`src/verilog/bma_pkg.sv`:
```
// Constants, encodings and carrier types for the bit-manipulation ALU
package bma_pkg;

    localparam int XLEN = 32;
    localparam int EXT_ENABLED = 1;

    typedef logic [XLEN-1:0] bma_word_t;

    // Major opcodes and minor function codes
    localparam logic [6:0] OPC_FIELD_IMM = 7'h5b;
    localparam logic [6:0] OPC_FIELD_REG = 7'h2b;
    localparam logic [2:0] F3_EXT_DEP = 3'h0;
    localparam logic [2:0] F3_CLR_SET = 3'h1;
    localparam logic [2:0] F3_REG = 3'h3;

    localparam logic [1:0] F2_EXT_S = 2'h0;
    localparam logic [1:0] F2_EXT_U = 2'h1;
    localparam logic [1:0] F2_DEPOSIT = 2'h2;
    localparam logic [1:0] F2_CLR = 2'h0;
    localparam logic [1:0] F2_SET = 2'h1;
    localparam logic [1:0] F2_BITREV = 2'h3;
    localparam logic [2:0] BITREV_PAD = 3'h0;

    localparam logic [6:0] F7_EXT_S = 7'h18;
    localparam logic [6:0] F7_EXT_U = 7'h19;
    localparam logic [6:0] F7_DEPOSIT = 7'h1a;
    localparam logic [6:0] F7_CLR = 7'h1c;
    localparam logic [6:0] F7_SET = 7'h1d;
    localparam logic [6:0] F7_ROR = 7'h20;
    localparam logic [6:0] F7_FF1 = 7'h21;
    localparam logic [6:0] F7_FL1 = 7'h22;
    localparam logic [6:0] F7_CLB = 7'h23;
    localparam logic [6:0] F7_CNT = 7'h24;
    localparam logic [4:0] RS2_NONE = 5'h00;

    // Field limits and fixed results
    localparam logic [4:0] TOP_BIT = 5'h1f;
    localparam logic [5:0] WORD_BITS = 6'h20;
    localparam logic [5:0] COUNT_ZERO = 6'h00;
    localparam logic [5:0] COUNT_ONE = 6'h01;
    localparam bma_word_t WORD_ZERO = 32'h0000_0000;
    localparam bma_word_t WORD_ONES = 32'hffff_ffff;

    // Radix group selectors
    localparam logic [1:0] GRP_R2 = 2'h0;
    localparam logic [1:0] GRP_R4 = 2'h1;
    localparam logic [1:0] GRP_R8 = 2'h2;
    localparam logic [1:0] GRP_ALIAS = 2'h3;

    typedef enum logic [3:0] {
        OP_NONE, OP_EXT_S, OP_EXT_U, OP_DEPOSIT, OP_CLR, OP_SET,
        OP_BITREV, OP_ROR, OP_FF1, OP_FL1, OP_CLB, OP_CNT
    } bma_op_e;

    // Instruction word; funct7 of register form is {subop_select, len}
    typedef struct packed {
        logic [1:0] subop_select;
        logic [4:0] length_imm;
        logic [4:0] position_imm;
        logic [4:0] src1_idx;
        logic [2:0] funct3;
        logic [4:0] dest_idx;
        logic [6:0] opcode;
    } bma_instr_s;

    typedef struct packed {
        logic [21:0] unused;
        logic [4:0] len_m1;
        logic [4:0] start;
    } bma_rs2_s;

    typedef struct packed {
        logic valid;
        bma_instr_s instr;
        bma_word_t rs1;
        bma_word_t rs2;
        bma_word_t rd_old;
    } bma_req_s;

    typedef struct packed {
        logic valid;
        logic illegal;
        bma_word_t data;
    } bma_rsp_s;

endpackage : bma_pkg

```
`src/verilog/bma_alu.sv`:
```
// Bit-manipulation ALU: decode, field datapath and registered result
//
// Functional notes
// - Signed extract takes rs1[min(len+pos,31):pos], sign-extended from field top.
// - Unsigned extract takes the same field and zero-extends it.
// - Register forms take length-minus-one from rs2[9:5], start from rs2[4:0].
// - Deposit writes low rs1 bits into the field; other old destination bits stay.
// - Clear forces the field to zero; other bits copy rs1.
// - Set forces the field to one; other bits copy rs1.
// - Find-first-one gives lowest set bit index, 32 for zero.
// - Find-last-one gives highest set bit index, 32 for zero.
// - Leading sign count is run of MSB-equal bits minus one; zero gives 0.
// - Population count returns number of ones in rs1.
// - Bit reverse swaps groups of one, two or three bits by selector.
// - Group selector 3 behaves as selector 0.
// - Bit reverse yields the FFT index for 2^(32-pos) points, radix 2^(sel+1).
// - Immediate field ops: opcode 1011011, funct3 000, subop selects ext/extu/deposit.
// - Funct3 001 subop selects clear, set or bit reverse with zero pad bits.
// - Register field ops: opcode 0101011, funct3 011, funct7 selects operation.
// - Funct7 0100000..0100100 select rotate, ff1, fl1, clb, count; rs2 field zero except for rotate.
// - Bit reverse first shifts left by position, discarding top bits.
// - Operations exist only when the custom extension parameter equals one.
`timescale 1ns/1ns
module bma_alu
    import bma_pkg::*;
#(
    parameter int custom_ext_param = EXT_ENABLED
)
(
    input wire logic sys_clk,
    input wire logic resetn,
    input wire logic clk_en,
    input wire bma_req_s req,
    output bma_rsp_s rsp
);

    function automatic bma_op_e decode_op(bma_instr_s ins);
        logic [6:0] funct7;
        bma_op_e op;
        funct7 = {ins.subop_select, ins.length_imm};
        op = OP_NONE;
        if (ins.opcode == OPC_FIELD_IMM && ins.funct3 == F3_EXT_DEP)
        begin
            case (ins.subop_select)
                F2_EXT_S: op = OP_EXT_S;
                F2_EXT_U: op = OP_EXT_U;
                F2_DEPOSIT: op = OP_DEPOSIT;
                default: op = OP_NONE;
            endcase
        end
        else if (ins.opcode == OPC_FIELD_IMM && ins.funct3 == F3_CLR_SET)
        begin
            case (ins.subop_select)
                F2_CLR: op = OP_CLR;
                F2_SET: op = OP_SET;
                F2_BITREV:
                begin
                    // Nonzero pad bits make the word illegal
                    if (ins.length_imm[4:2] == BITREV_PAD)
                    begin
                        op = OP_BITREV;
                    end
                end
                default: op = OP_NONE;
            endcase
        end
        else if (ins.opcode == OPC_FIELD_REG && ins.funct3 == F3_REG)
        begin
            case (funct7)
                F7_EXT_S: op = OP_EXT_S;
                F7_EXT_U: op = OP_EXT_U;
                F7_DEPOSIT: op = OP_DEPOSIT;
                F7_CLR: op = OP_CLR;
                F7_SET: op = OP_SET;
                F7_ROR: op = OP_ROR;
                F7_FF1: op = OP_FF1;
                F7_FL1: op = OP_FL1;
                F7_CLB: op = OP_CLB;
                F7_CNT: op = OP_CNT;
                default: op = OP_NONE;
            endcase
            // Unary forms need the rs2 field clear
            if ((op == OP_FF1 || op == OP_FL1 || op == OP_CLB ||
                 op == OP_CNT) && ins.position_imm != RS2_NONE)
            begin
                op = OP_NONE;
            end
        end
        // Upper rs2 bits never reach decode, only the field selects
        return op;
    endfunction : decode_op

    function automatic logic [5:0] find_first(bma_word_t w);
        logic [5:0] idx;
        idx = WORD_BITS;
        for (int i = XLEN - 1; i >= 0; i--)
        begin
            if (w[i])
            begin
                idx = 6'(i);
            end
        end
        return idx;
    endfunction : find_first

    function automatic logic [5:0] find_last(bma_word_t w);
        logic [5:0] idx;
        idx = WORD_BITS;
        for (int i = 0; i < XLEN; i++)
        begin
            if (w[i])
            begin
                idx = 6'(i);
            end
        end
        return idx;
    endfunction : find_last

    function automatic logic [5:0] lead_sign(bma_word_t w);
        logic [5:0] run;
        logic stop;
        run = COUNT_ZERO;
        stop = 1'b0;
        for (int i = XLEN - 1; i >= 0; i--)
        begin
            if (!stop && w[i] == w[XLEN-1])
            begin
                run = run + COUNT_ONE;
            end
            else
            begin
                stop = 1'b1;
            end
        end
        return (w == WORD_ZERO) ? COUNT_ZERO : run - COUNT_ONE;
    endfunction : lead_sign

    function automatic logic [5:0] pop_count(bma_word_t w);
        logic [5:0] n;
        n = COUNT_ZERO;
        for (int i = 0; i < XLEN; i++)
        begin
            n = n + 6'(w[i]);
        end
        return n;
    endfunction : pop_count

    bma_rsp_s rsp_reg;
    bma_rsp_s rsp_next;
    bma_op_e op;
    bma_rs2_s rs2_f;
    logic reg_form;
    logic [4:0] field_len;
    logic [4:0] field_pos;
    logic [5:0] field_sum;
    logic [4:0] field_hi;
    logic [4:0] field_w_m1;
    bma_word_t keep_mask;
    bma_word_t field_mask;
    bma_word_t shifted;
    bma_word_t ext_u;
    bma_word_t ext_s;
    bma_word_t rev_data;
    bma_word_t ror_data;
    logic [4:0] ror_amt;

    assign rs2_f = req.rs2;
    assign op = decode_op(req.instr);
    assign reg_form = (req.instr.opcode == OPC_FIELD_REG);

    // Length and start come from rs2 in register form
    assign field_len = reg_form ? rs2_f.len_m1 : req.instr.length_imm;
    assign field_pos = reg_form ? rs2_f.start : req.instr.position_imm;

    // Field top clips at bit 31
    assign field_sum = {1'b0, field_len} + {1'b0, field_pos};
    assign field_hi = field_sum[5] ? TOP_BIT : field_sum[4:0];
    assign field_w_m1 = field_hi - field_pos;
    assign keep_mask = WORD_ONES >> (TOP_BIT - field_w_m1);
    assign field_mask = keep_mask << field_pos;

    assign shifted = req.rs1 >> field_pos;
    assign ext_u = shifted & keep_mask;
    assign ext_s = shifted[field_w_m1] ? (ext_u | ~keep_mask) : ext_u;

    // Rotate amount is the low five bits only
    assign ror_amt = rs2_f.start;
    assign ror_data = (req.rs1 >> ror_amt) | (req.rs1 << (6'(XLEN) - ror_amt));

    bma_bitrev u_bitrev (
        .operand(req.rs1),
        .position_imm(req.instr.position_imm),
        .group_sel(req.instr.length_imm[1:0]),
        .data(rev_data)
    );

    always_comb
    begin
        rsp_next = rsp_reg;
        if (clk_en)
        begin
            rsp_next.valid = req.valid;
            rsp_next.illegal = 1'b0;
            rsp_next.data = WORD_ZERO;
            if (req.valid)
            begin
                // Disabled extension refuses everything
                if (custom_ext_param != EXT_ENABLED || op == OP_NONE)
                begin
                    rsp_next.illegal = 1'b1;
                end
                else
                begin
                    case (op)
                        OP_EXT_S: rsp_next.data = ext_s;
                        OP_EXT_U: rsp_next.data = ext_u;
                        // Clipping at bit 31 covers misuse only partly
                        OP_DEPOSIT: rsp_next.data = (req.rd_old & ~field_mask) |
                            ((req.rs1 << field_pos) & field_mask);
                        OP_CLR: rsp_next.data = req.rs1 & ~field_mask;
                        OP_SET: rsp_next.data = req.rs1 | field_mask;
                        OP_BITREV: rsp_next.data = rev_data;
                        OP_ROR: rsp_next.data = ror_data;
                        OP_FF1: rsp_next.data =
                            bma_word_t'(find_first(req.rs1));
                        OP_FL1: rsp_next.data =
                            bma_word_t'(find_last(req.rs1));
                        OP_CLB: rsp_next.data =
                            bma_word_t'(lead_sign(req.rs1));
                        OP_CNT: rsp_next.data =
                            bma_word_t'(pop_count(req.rs1));
                        default: rsp_next.illegal = 1'b1;
                    endcase
                end
            end
        end
    end

    always_ff @(posedge sys_clk or negedge resetn)
    begin
        if (!resetn)
        begin
            rsp_reg <= '0;
        end
        else
        begin
            rsp_reg <= rsp_next;
        end
    end

    assign rsp = rsp_reg;

    // Checks on the registered result and on the register-form field sources
    logic fire;
    assign fire = clk_en && req.valid && custom_ext_param == EXT_ENABLED;

    AST_EXTS_SIGN: assert property (@(posedge sys_clk) disable iff (!resetn)
        (fire && op == OP_EXT_S && req.rs1[field_hi]) |=> rsp.data[XLEN-1])
        else $error("signed extract lost its sign");

    AST_EXTU_ZERO: assert property (@(posedge sys_clk) disable iff (!resetn)
        (fire && op == OP_EXT_U) |=> (rsp.data & ~$past(keep_mask)) == WORD_ZERO)
        else $error("unsigned extract not zero-extended");

    AST_REG_FIELDS: assert property (@(posedge sys_clk) disable iff (!resetn)
        (reg_form) |-> (field_len == req.rs2[9:5] && field_pos == req.rs2[4:0]))
        else $error("register form field source wrong");

    AST_DEPOSIT_KEEP: assert property (@(posedge sys_clk) disable iff (!resetn)
        (fire && op == OP_DEPOSIT) |=> ((rsp.data & ~$past(field_mask)) ==
            ($past(req.rd_old) & ~$past(field_mask))))
        else $error("deposit disturbed bits outside field");

    AST_CLR_FIELD: assert property (@(posedge sys_clk) disable iff (!resetn)
        (fire && op == OP_CLR) |=> (rsp.data == ($past(req.rs1) & ~$past(field_mask))))
        else $error("clear field result wrong");

    AST_SET_FIELD: assert property (@(posedge sys_clk) disable iff (!resetn)
        (fire && op == OP_SET) |=> (rsp.data == ($past(req.rs1) | $past(field_mask))))
        else $error("set field result wrong");

    AST_FF1_ZERO: assert property (@(posedge sys_clk) disable iff (!resetn)
        (fire && op == OP_FF1 && req.rs1 == WORD_ZERO) |=> rsp.data == 32'h0000_0020)
        else $error("find first of zero not 32");

    AST_FL1_TOP: assert property (@(posedge sys_clk) disable iff (!resetn)
        (fire && op == OP_FL1 && req.rs1[XLEN-1]) |=> rsp.data == 32'h0000_001f)
        else $error("find last with top bit not 31");

    AST_CLB_ZERO: assert property (@(posedge sys_clk) disable iff (!resetn)
        (fire && op == OP_CLB && req.rs1 == WORD_ZERO) |=> rsp.data == WORD_ZERO)
        else $error("leading sign count of zero not 0");

    AST_CNT_ONES: assert property (@(posedge sys_clk) disable iff (!resetn)
        (fire && op == OP_CNT && req.rs1 == WORD_ONES) |=> rsp.data == 32'h0000_0020)
        else $error("population count of all ones not 32");

    AST_DISABLED: assert property (@(posedge sys_clk) disable iff (!resetn)
        (clk_en && req.valid && custom_ext_param != EXT_ENABLED)
            |=> (rsp.valid && rsp.illegal))
        else $error("disabled extension accepted an operation");

    AST_ROR_AMT: assert property (@(posedge sys_clk) disable iff (!resetn)
        (fire && op == OP_ROR && req.rs2[4:0] == RS2_NONE)
            |=> rsp.data == $past(req.rs1))
        else $error("rotate by zero changed operand");

endmodule : bma_alu

```
`src/verilog/bma_bitrev.sv`:
```
// Radix bit-reverse network for FFT index generation
`timescale 1ns/1ns
module bma_bitrev
    import bma_pkg::*;
(
    input wire bma_word_t operand,
    input wire logic [4:0] position_imm,
    input wire logic [1:0] group_sel,
    output bma_word_t data
);
    localparam int R4_GROUPS = XLEN / 2;
    localparam int R8_GROUPS = XLEN / 3;
    localparam int R8_USED = 3 * R8_GROUPS;

    bma_word_t shifted;
    bma_word_t rev2;
    bma_word_t rev4;
    bma_word_t rev8;

    // Top position_imm bits drop out before reversal
    assign shifted = operand << position_imm;

    genvar gi;
    generate
        for (gi = 0; gi < XLEN; gi++)
        begin : g_r2
            assign rev2[gi] = shifted[XLEN-1-gi];
        end
        for (gi = 0; gi < R4_GROUPS; gi++)
        begin : g_r4
            assign rev4[2*gi+1 -: 2] = shifted[XLEN-1-2*gi -: 2];
        end
        for (gi = 0; gi < R8_GROUPS; gi++)
        begin : g_r8
            assign rev8[3*gi+2 -: 3] = shifted[XLEN-1-3*gi -: 3];
        end
    endgenerate

    // Bits left over by whole triples read as zero
    assign rev8[XLEN-1:R8_USED] = '0;

    always_comb
    begin
        case (group_sel)
            GRP_R2: data = rev2;
            GRP_R4: data = rev4;
            GRP_R8: data = rev8;
            GRP_ALIAS: data = rev2;
            default: data = rev2;
        endcase
    end

endmodule : bma_bitrev

```
`config.mk`:
```
export PLATFORM = sky130hd
export DESIGN_NAME = bma_alu
export DESIGN_NICKNAME = d
export VERILOG_FILES = /design/src/verilog/bma_pkg.sv /design/src/verilog/bma_alu.sv /design/src/verilog/bma_bitrev.sv
export SDC_FILE = /design/constraint.sdc
export NUM_CORES = 1
export LEC_CHECK = 0
export CAP_MARGIN = 20
export CORE_MARGIN = 5
export CORE_UTILIZATION = 45
export CTS_BUF_LIST = sky130_fd_sc_hd__clkbuf_16
export CTS_CLUSTER_DIAMETER = 30
export CTS_CLUSTER_SIZE = 14
export DETAILED_ROUTE_END_ITERATION = 7
export DONT_BUFFER_PORTS = 1
export PLACE_DENSITY = 0.65
export SYNTH_ARGS = -nofsm -noshare
export SYNTH_HDL_FRONTEND = slang
export SYNTH_HIERARCHICAL = 1
export SYNTH_SLANG_ARGS = --single-unit
```
`constraint.sdc`:
```
create_clock -name sys_clk -period 0.8 [get_ports sys_clk]
set_input_delay 0.12 -clock sys_clk [delete_from_list [all_inputs] [get_ports sys_clk]]
set_output_delay 0.12 -clock sys_clk [all_outputs]
set_load 0.03 [all_outputs]
```
# ---- After elaboration in Yosys (flattened, before gate mapping)
# Index checks and enable logic that the tools add are counted.
dict set report totals {
  out_inout_bits 34
  in_bits 132
  regBits 34
}
dict set report classes {
  n_mux 401
  add_sub_neg 67
  shift 7
  n_lt_le_gt_ge 1
  n_bitwise 10
  eq_ne 66
  reduce_logical 78
}
# operator n
set ops {}
lappend ops {{$mux W6} 224}
lappend ops {{$pmux W32 S11} 1}
lappend ops {{$add A6 B1 Y6 const B} 31}
lappend ops {{$mux W1} 157}
lappend ops {{$add A6 B1 Y6} 26}
lappend ops {{$and A32 B32 Y32} 4}
lappend ops {{$or A32 B32 Y32} 4}
lappend ops {{$pmux W32 S3} 1}
lappend ops {{$shl A32 B5 Y32} 3}
lappend ops {{$mux W32} 2}
lappend ops {{$not A32 Y32} 2}
lappend ops {{$shr A32 B5 Y32} 2}
lappend ops {{$eq A7 B6 Y1 const B} 6}
lappend ops {{$pmux W4 S10} 1}
lappend ops {{$eq A7 B5 Y1 const B} 5}
lappend ops {{$logic_and A1 B1 Y1} 35}
lappend ops {{$mux W33} 1}
lappend ops {{$eq A4 B4 Y1 const B} 8}
lappend ops {{$logic_not A32 Y1} 1}
lappend ops {{$shl A32 B6 Y32} 1}
lappend ops {{$shr A32 B5 Y32 const A} 1}
lappend ops {{$eq A1 B1 Y1} 31}
lappend ops {{$logic_not A1 Y1} 31}
lappend ops {{$mux W4} 7}
lappend ops {{31 further kinds} 45}

# ---- Depth between registers and ports, before layout
dict set report depth {
  ltp_word 241
  depth_mapped 107
  ltp_nobuf 103
}

# ---- Modules after synthesis
# Netlist, hierarchy kept.
# module instances cells_each seq_area_each_um2 area_per_inst_um2
set by_module_without_submodules {}
lappend by_module_without_submodules {bma_alu 1 2588 850.8 16718.5}
lappend by_module_without_submodules {bma_bitrev 1 310 0.0 2369.8}

# ---- Least setup slack after synthesis
# No wires, ideal clock.
dict set report synth_timing {
  kind {input -> register}
  from {input req[95] (netlist bit)}
  to {register rsp_reg, in the netlist rsp[1]}
  setup_ns 0.141
  path_stages 107
  arrival_time_ns 18.626
  slack_ns -17.967
  path_cell_list {buf_6 buf_6 clkbuf_1 buf_1 clkbuf_1 nor2_1 a221o_1 ha_1 a21o_1 ha_1 o22a_1 ha_1 mux2_2 ha_1 inv_1 a21oi_1 ha_1 a21oi_1 [71 not listed] ha_1 nor2_1 nand3_1 o21ai_0 a221oi_1 ha_1 mux2i_1 a31oi_1 a21oi_1 a21oi_1 a221oi_1 ha_1 o31ai_1 a221o_1 a211oi_1 o221ai_1 a21oi_1 o22ai_1}
}
dict set report synth_via {
  elab_chain_len 222
  elab_cells_between_ends 481
}
# item line
set synth_lines {}
lappend synth_lines {{from (decl)} bma_alu.sv:33} ;# input wire bma_req_s req,
lappend synth_lines {{parallel branches: the longest is 219 deep, another holds $add A6 B1 Y6} --}
lappend synth_lines {{$pmux W32 S11 *} bma_alu.sv:214} ;# case (op)
lappend synth_lines {{$mux W32 *} bma_alu.sv:208} ;# if (custom_ext_param != EXT_ENABLED || op == OP_NONE)
lappend synth_lines {{$mux W33 *} bma_alu.sv:205} ;# if (req.valid)
lappend synth_lines {{to (signal assigned)} bma_alu.sv:247} ;# rsp_reg <= rsp_next;
lappend synth_lines {{to (decl)} bma_alu.sv:148} ;# bma_rsp_s rsp_reg;
# Mark *: on every way between the ends. The select of a mux whose other input is x is not followed.
# A chain may end at the register's enable or synchronous reset.

# ---- Worst setup path in the final report
# Same ends and word-level chain as after synthesis.

==> flow_summary_export.csv <==
group,metric,value,unit
route,routed_wl,116000,microns
placement,dp_hpwl,85900,microns
setup_path,crit_type,"in -> reg",
finish,final_cell_count_no_fill,4225,
setup_path,cp.required,960,ps
run,maxCapViolations,0,
synth,netlist-cell-type-count,104,
finish,final_cell_mix,"buf_4 (923), nand2_1 (389), nor2_1 (272)",
sta,slew_headroom,37.1,%
synth,synth_nets,3113,
floorplanning,core_area,41900,sq um
setup_path,crit_top_cell,"ha_4",
global_routing,grt_max_degree,84,
placement,portBuffers,0,
setup_path,slowest_stage,"or3_4",
cts,cts_buffers,5,
setup_path,crit_path_max_incr_delay,410,ps
cts,cts_tree,"yes",
setup_path,critical-path-top-delay-family,"adder cells",
global_routing,antenna_found_initial,3,
floorplanning,die_area,46600,sq um
synth,seq_area_frac_synth,4.46,%
cts,clk_path_buf_depth,2,
cts,clkTransAtPathRegs,60,ps
finish,nets,3897,
synth,synth_compound_gate_area_share,34.2,%
placement,gp_congestion,1.16,
pwr,p_total,0.0442,W
finish,drive_gt1_share,40.0,%
sta,timing.final.hold_violations,67,
sta,slew_viol_final,0,
synth,muxShareOfSynthArea,16.9,%
floorplanning,initial_utilization,45.5,%
finish,regArea,851,sq um
global_routing,grt_overflow_total,0,
synth,yosys.area_share.simple,24.9,%
status,violations,"negative hold slack, negative setup slack",
sta,setup_ws,-16700,ps
route,wl_per_cell,27.4,microns
finish,final_cell_area,29300,sq um
sta,setup_viol,67,
sta,skew,0,ps
synth,ys_ff_latch,34,
finish,largest_reg_flops,34,
sta,fin_crit,17500,ps
cts,clk_latency,280,ps
sta,rsz0062_at_grt,"yes",
route,antenna_left,0,
placement,dp_cells,4105,
placement,place_area,26400,sq um
synth,syn_avg_cell_area,6.59,sq um
route,drt_iter0_drc,5082,
global_routing,grt_usage,46.2,%
floorplanning,die_w,216,microns
floorplanning,io_pins,166,
pwr,ir_drop,1.74,mV
sta,fmax,57.2,MHz
synth,ys_warn_count,6,
global_routing,grt_pass1_vias,27400,
hold_path,hold_class,"in -> async",
finish,final_common_cell,"buf_4",
synth,syn_area,19100,sq um
sta,tightest_slew,943,ps
finish,filler_cell_count,3432,
route,vias,28700,
pwr,cellLeakagePower,12.6,nW
global_routing,grt_pass1_wl,168000,microns
synth,synth_cells,2898,
setup_path,startpoint_type,"primary input",
synth,synth_xor_area_share,5.21,%
finish,multi_input_area,18800,sq um
synth,synth-edff-count,0,
synth,synth_flop_cell,"dfrtp_1",
pwr,p_per_area,1510,nW/um^2
route,remaining_drc_errors,0,
synth,synthAdderAreaFrac,6.69,%
cts,cts-root-buf,"clkbuf_16",
setup_path,path_max_fanout,83,
setup_path,path_buf_inv,5,
floorplanning,rows,75,
setup_path,crit_arrival,17660,ps
status,status,"finished with violations",
cts,clkSinkCount,34,
route,via_per_inst,6.80,
finish,area_growth,53.3,%
cts,cts_max_level,2,
setup_path,cp-end-kind,"register",
sta,whs,-477,ps
synth,synth_top_family_by_area,"compound AO/OA/AOI/OAI gates",
finish,finish.utilization,69.8,%
route,drtPass1Iterations,7,
floorplanning,fp.dieH,216,microns
synth,async_flop_share,100,%
sta,period_share,2190,%
## cells in the mapped netlist, types with 12 or more instances
library cell / instances / area share, %
nor4_1: 12 / 0.39
nor2b_1: 21 / 0.69
mux4_2: 60 / 7.1
xor2_1: 21 / 0.96
ha_1: 57 / 3.7
a221oi_1: 28 / 1.3
inv_1: 107 / 2.1
or3_1: 20 / 0.66
nand3_1: 64 / 1.7
o211ai_1: 46 / 1.8
a31oi_1: 59 / 1.9
o221ai_1: 29 / 1.3
mux2_2: 39 / 2.3
a22oi_1: 30 / 1.2
nand4_1: 12 / 0.39
fa_1: 26 / 2.7
and2_1: 27 / 0.88
a211oi_1: 83 / 3.3
a21oi_1: 282 / 7.4
buf_1: 33 / 0.65
and3_1: 46 / 1.5
o31ai_1: 16 / 0.63
clkbuf_1: 203 / 4.0
o21ai_0: 209 / 5.5
dfrtp_1: 34 / 4.5
a21o_1: 20 / 0.79
o22ai_1: 77 / 2.5
nand2b_1: 24 / 0.79
nor3_1: 70 / 1.8
nor2_1: 303 / 6.0
xnor2_1: 50 / 2.3
mux2i_1: 140 / 7.3
nand2_1: 409 / 8.0
## cell type report
type                            instances  share of cell area, %
Multi-Input combinational cell       2492                   64.1
Clock buffer                            5                  0.428
Timing Repair Buffer                 1030                   28.4
Antenna cell                            3                 0.0257
Clock inverter                          3                  0.154
Inverter                              119                   1.62
Tap cell                              539                   2.30
Sequential cell                        34                   2.91
## final timing paths
| path | from | to | slack, ps | cells past startpoint |
|---|---|---|---|---|
| worst max-delay path | req[95] | rsp[1]$_DFFE_PN0P_ | -16700 | 104 |
| worst min-delay path | resetn | rsp[6]$_DFFE_PN0P_ | -480 | 0 |
| worst max register to register | rsp[5]$_DFFE_PN0P_ | rsp[5]$_DFFE_PN0P_ | -40 | 3 |
| worst min register to register | rsp[32]$_DFFE_PN0P_ | rsp[32]$_DFFE_PN0P_ | 540 | 2 |
| max in group asynchronous | resetn | rsp[1]$_DFFE_PN0P_ | 1190 | 0 |
| min in group sys_clk | clk_en | rsp[32]$_DFFE_PN0P_ | -70 | 1 |
## cells by family after synthesis
family,count (synthesis)
and+or+nand+nor,1058
AOI/OAI and AO/OA,1019
buffers and inverters,372
muxes,240
xor gates and xnor gates,88
adders and majority gates,87
DFF,34
## metal layers
layer	GRT usage [%]	wire length (microns)	up-vias
met5	0.833	65	-
li1	-	-	12400
met4	22.1	7560	4
met2	67.1	46900	2334
met1	62.3	43500	13500
met3	14.4	17600	542
## what timing repair did
item / 4_1_cts / 5_1_grt
cloned: 1 / 0
setup buffers: 82 / 42
resized for setup: 296 / 115
endpoints found under the hold margin: 67 / 67
setup endpoints to repair: 67 / 67
pin swaps: 117 / 123
## report_power, final
| group | switching, W | total [W] | internal [W] |
|---|---|---|---|
| registers | 0.00000650 | 0.00174 | 0.00173 |
| logic | 0.0208 | 0.0402 | 0.0194 |
| clock network | 0.000775 | 0.00224 | 0.00147 |
| total | 0.0216 | 0.0442 | 0.0226 |
## metrics by stage
stage / worst slack [ps] / hold slack, ps / TNS [ps]
floorplan: -16210 / -176 / -196950
global placement: -16030 / -175 / -205880
detailed placement: -16890 / -175 / -212010
CTS: -16150 / -479 / -199140
global route: -17390 / -483 / -215800
finish: -16700 / -477 / -206960
Power figures use the tool's default switching activity.
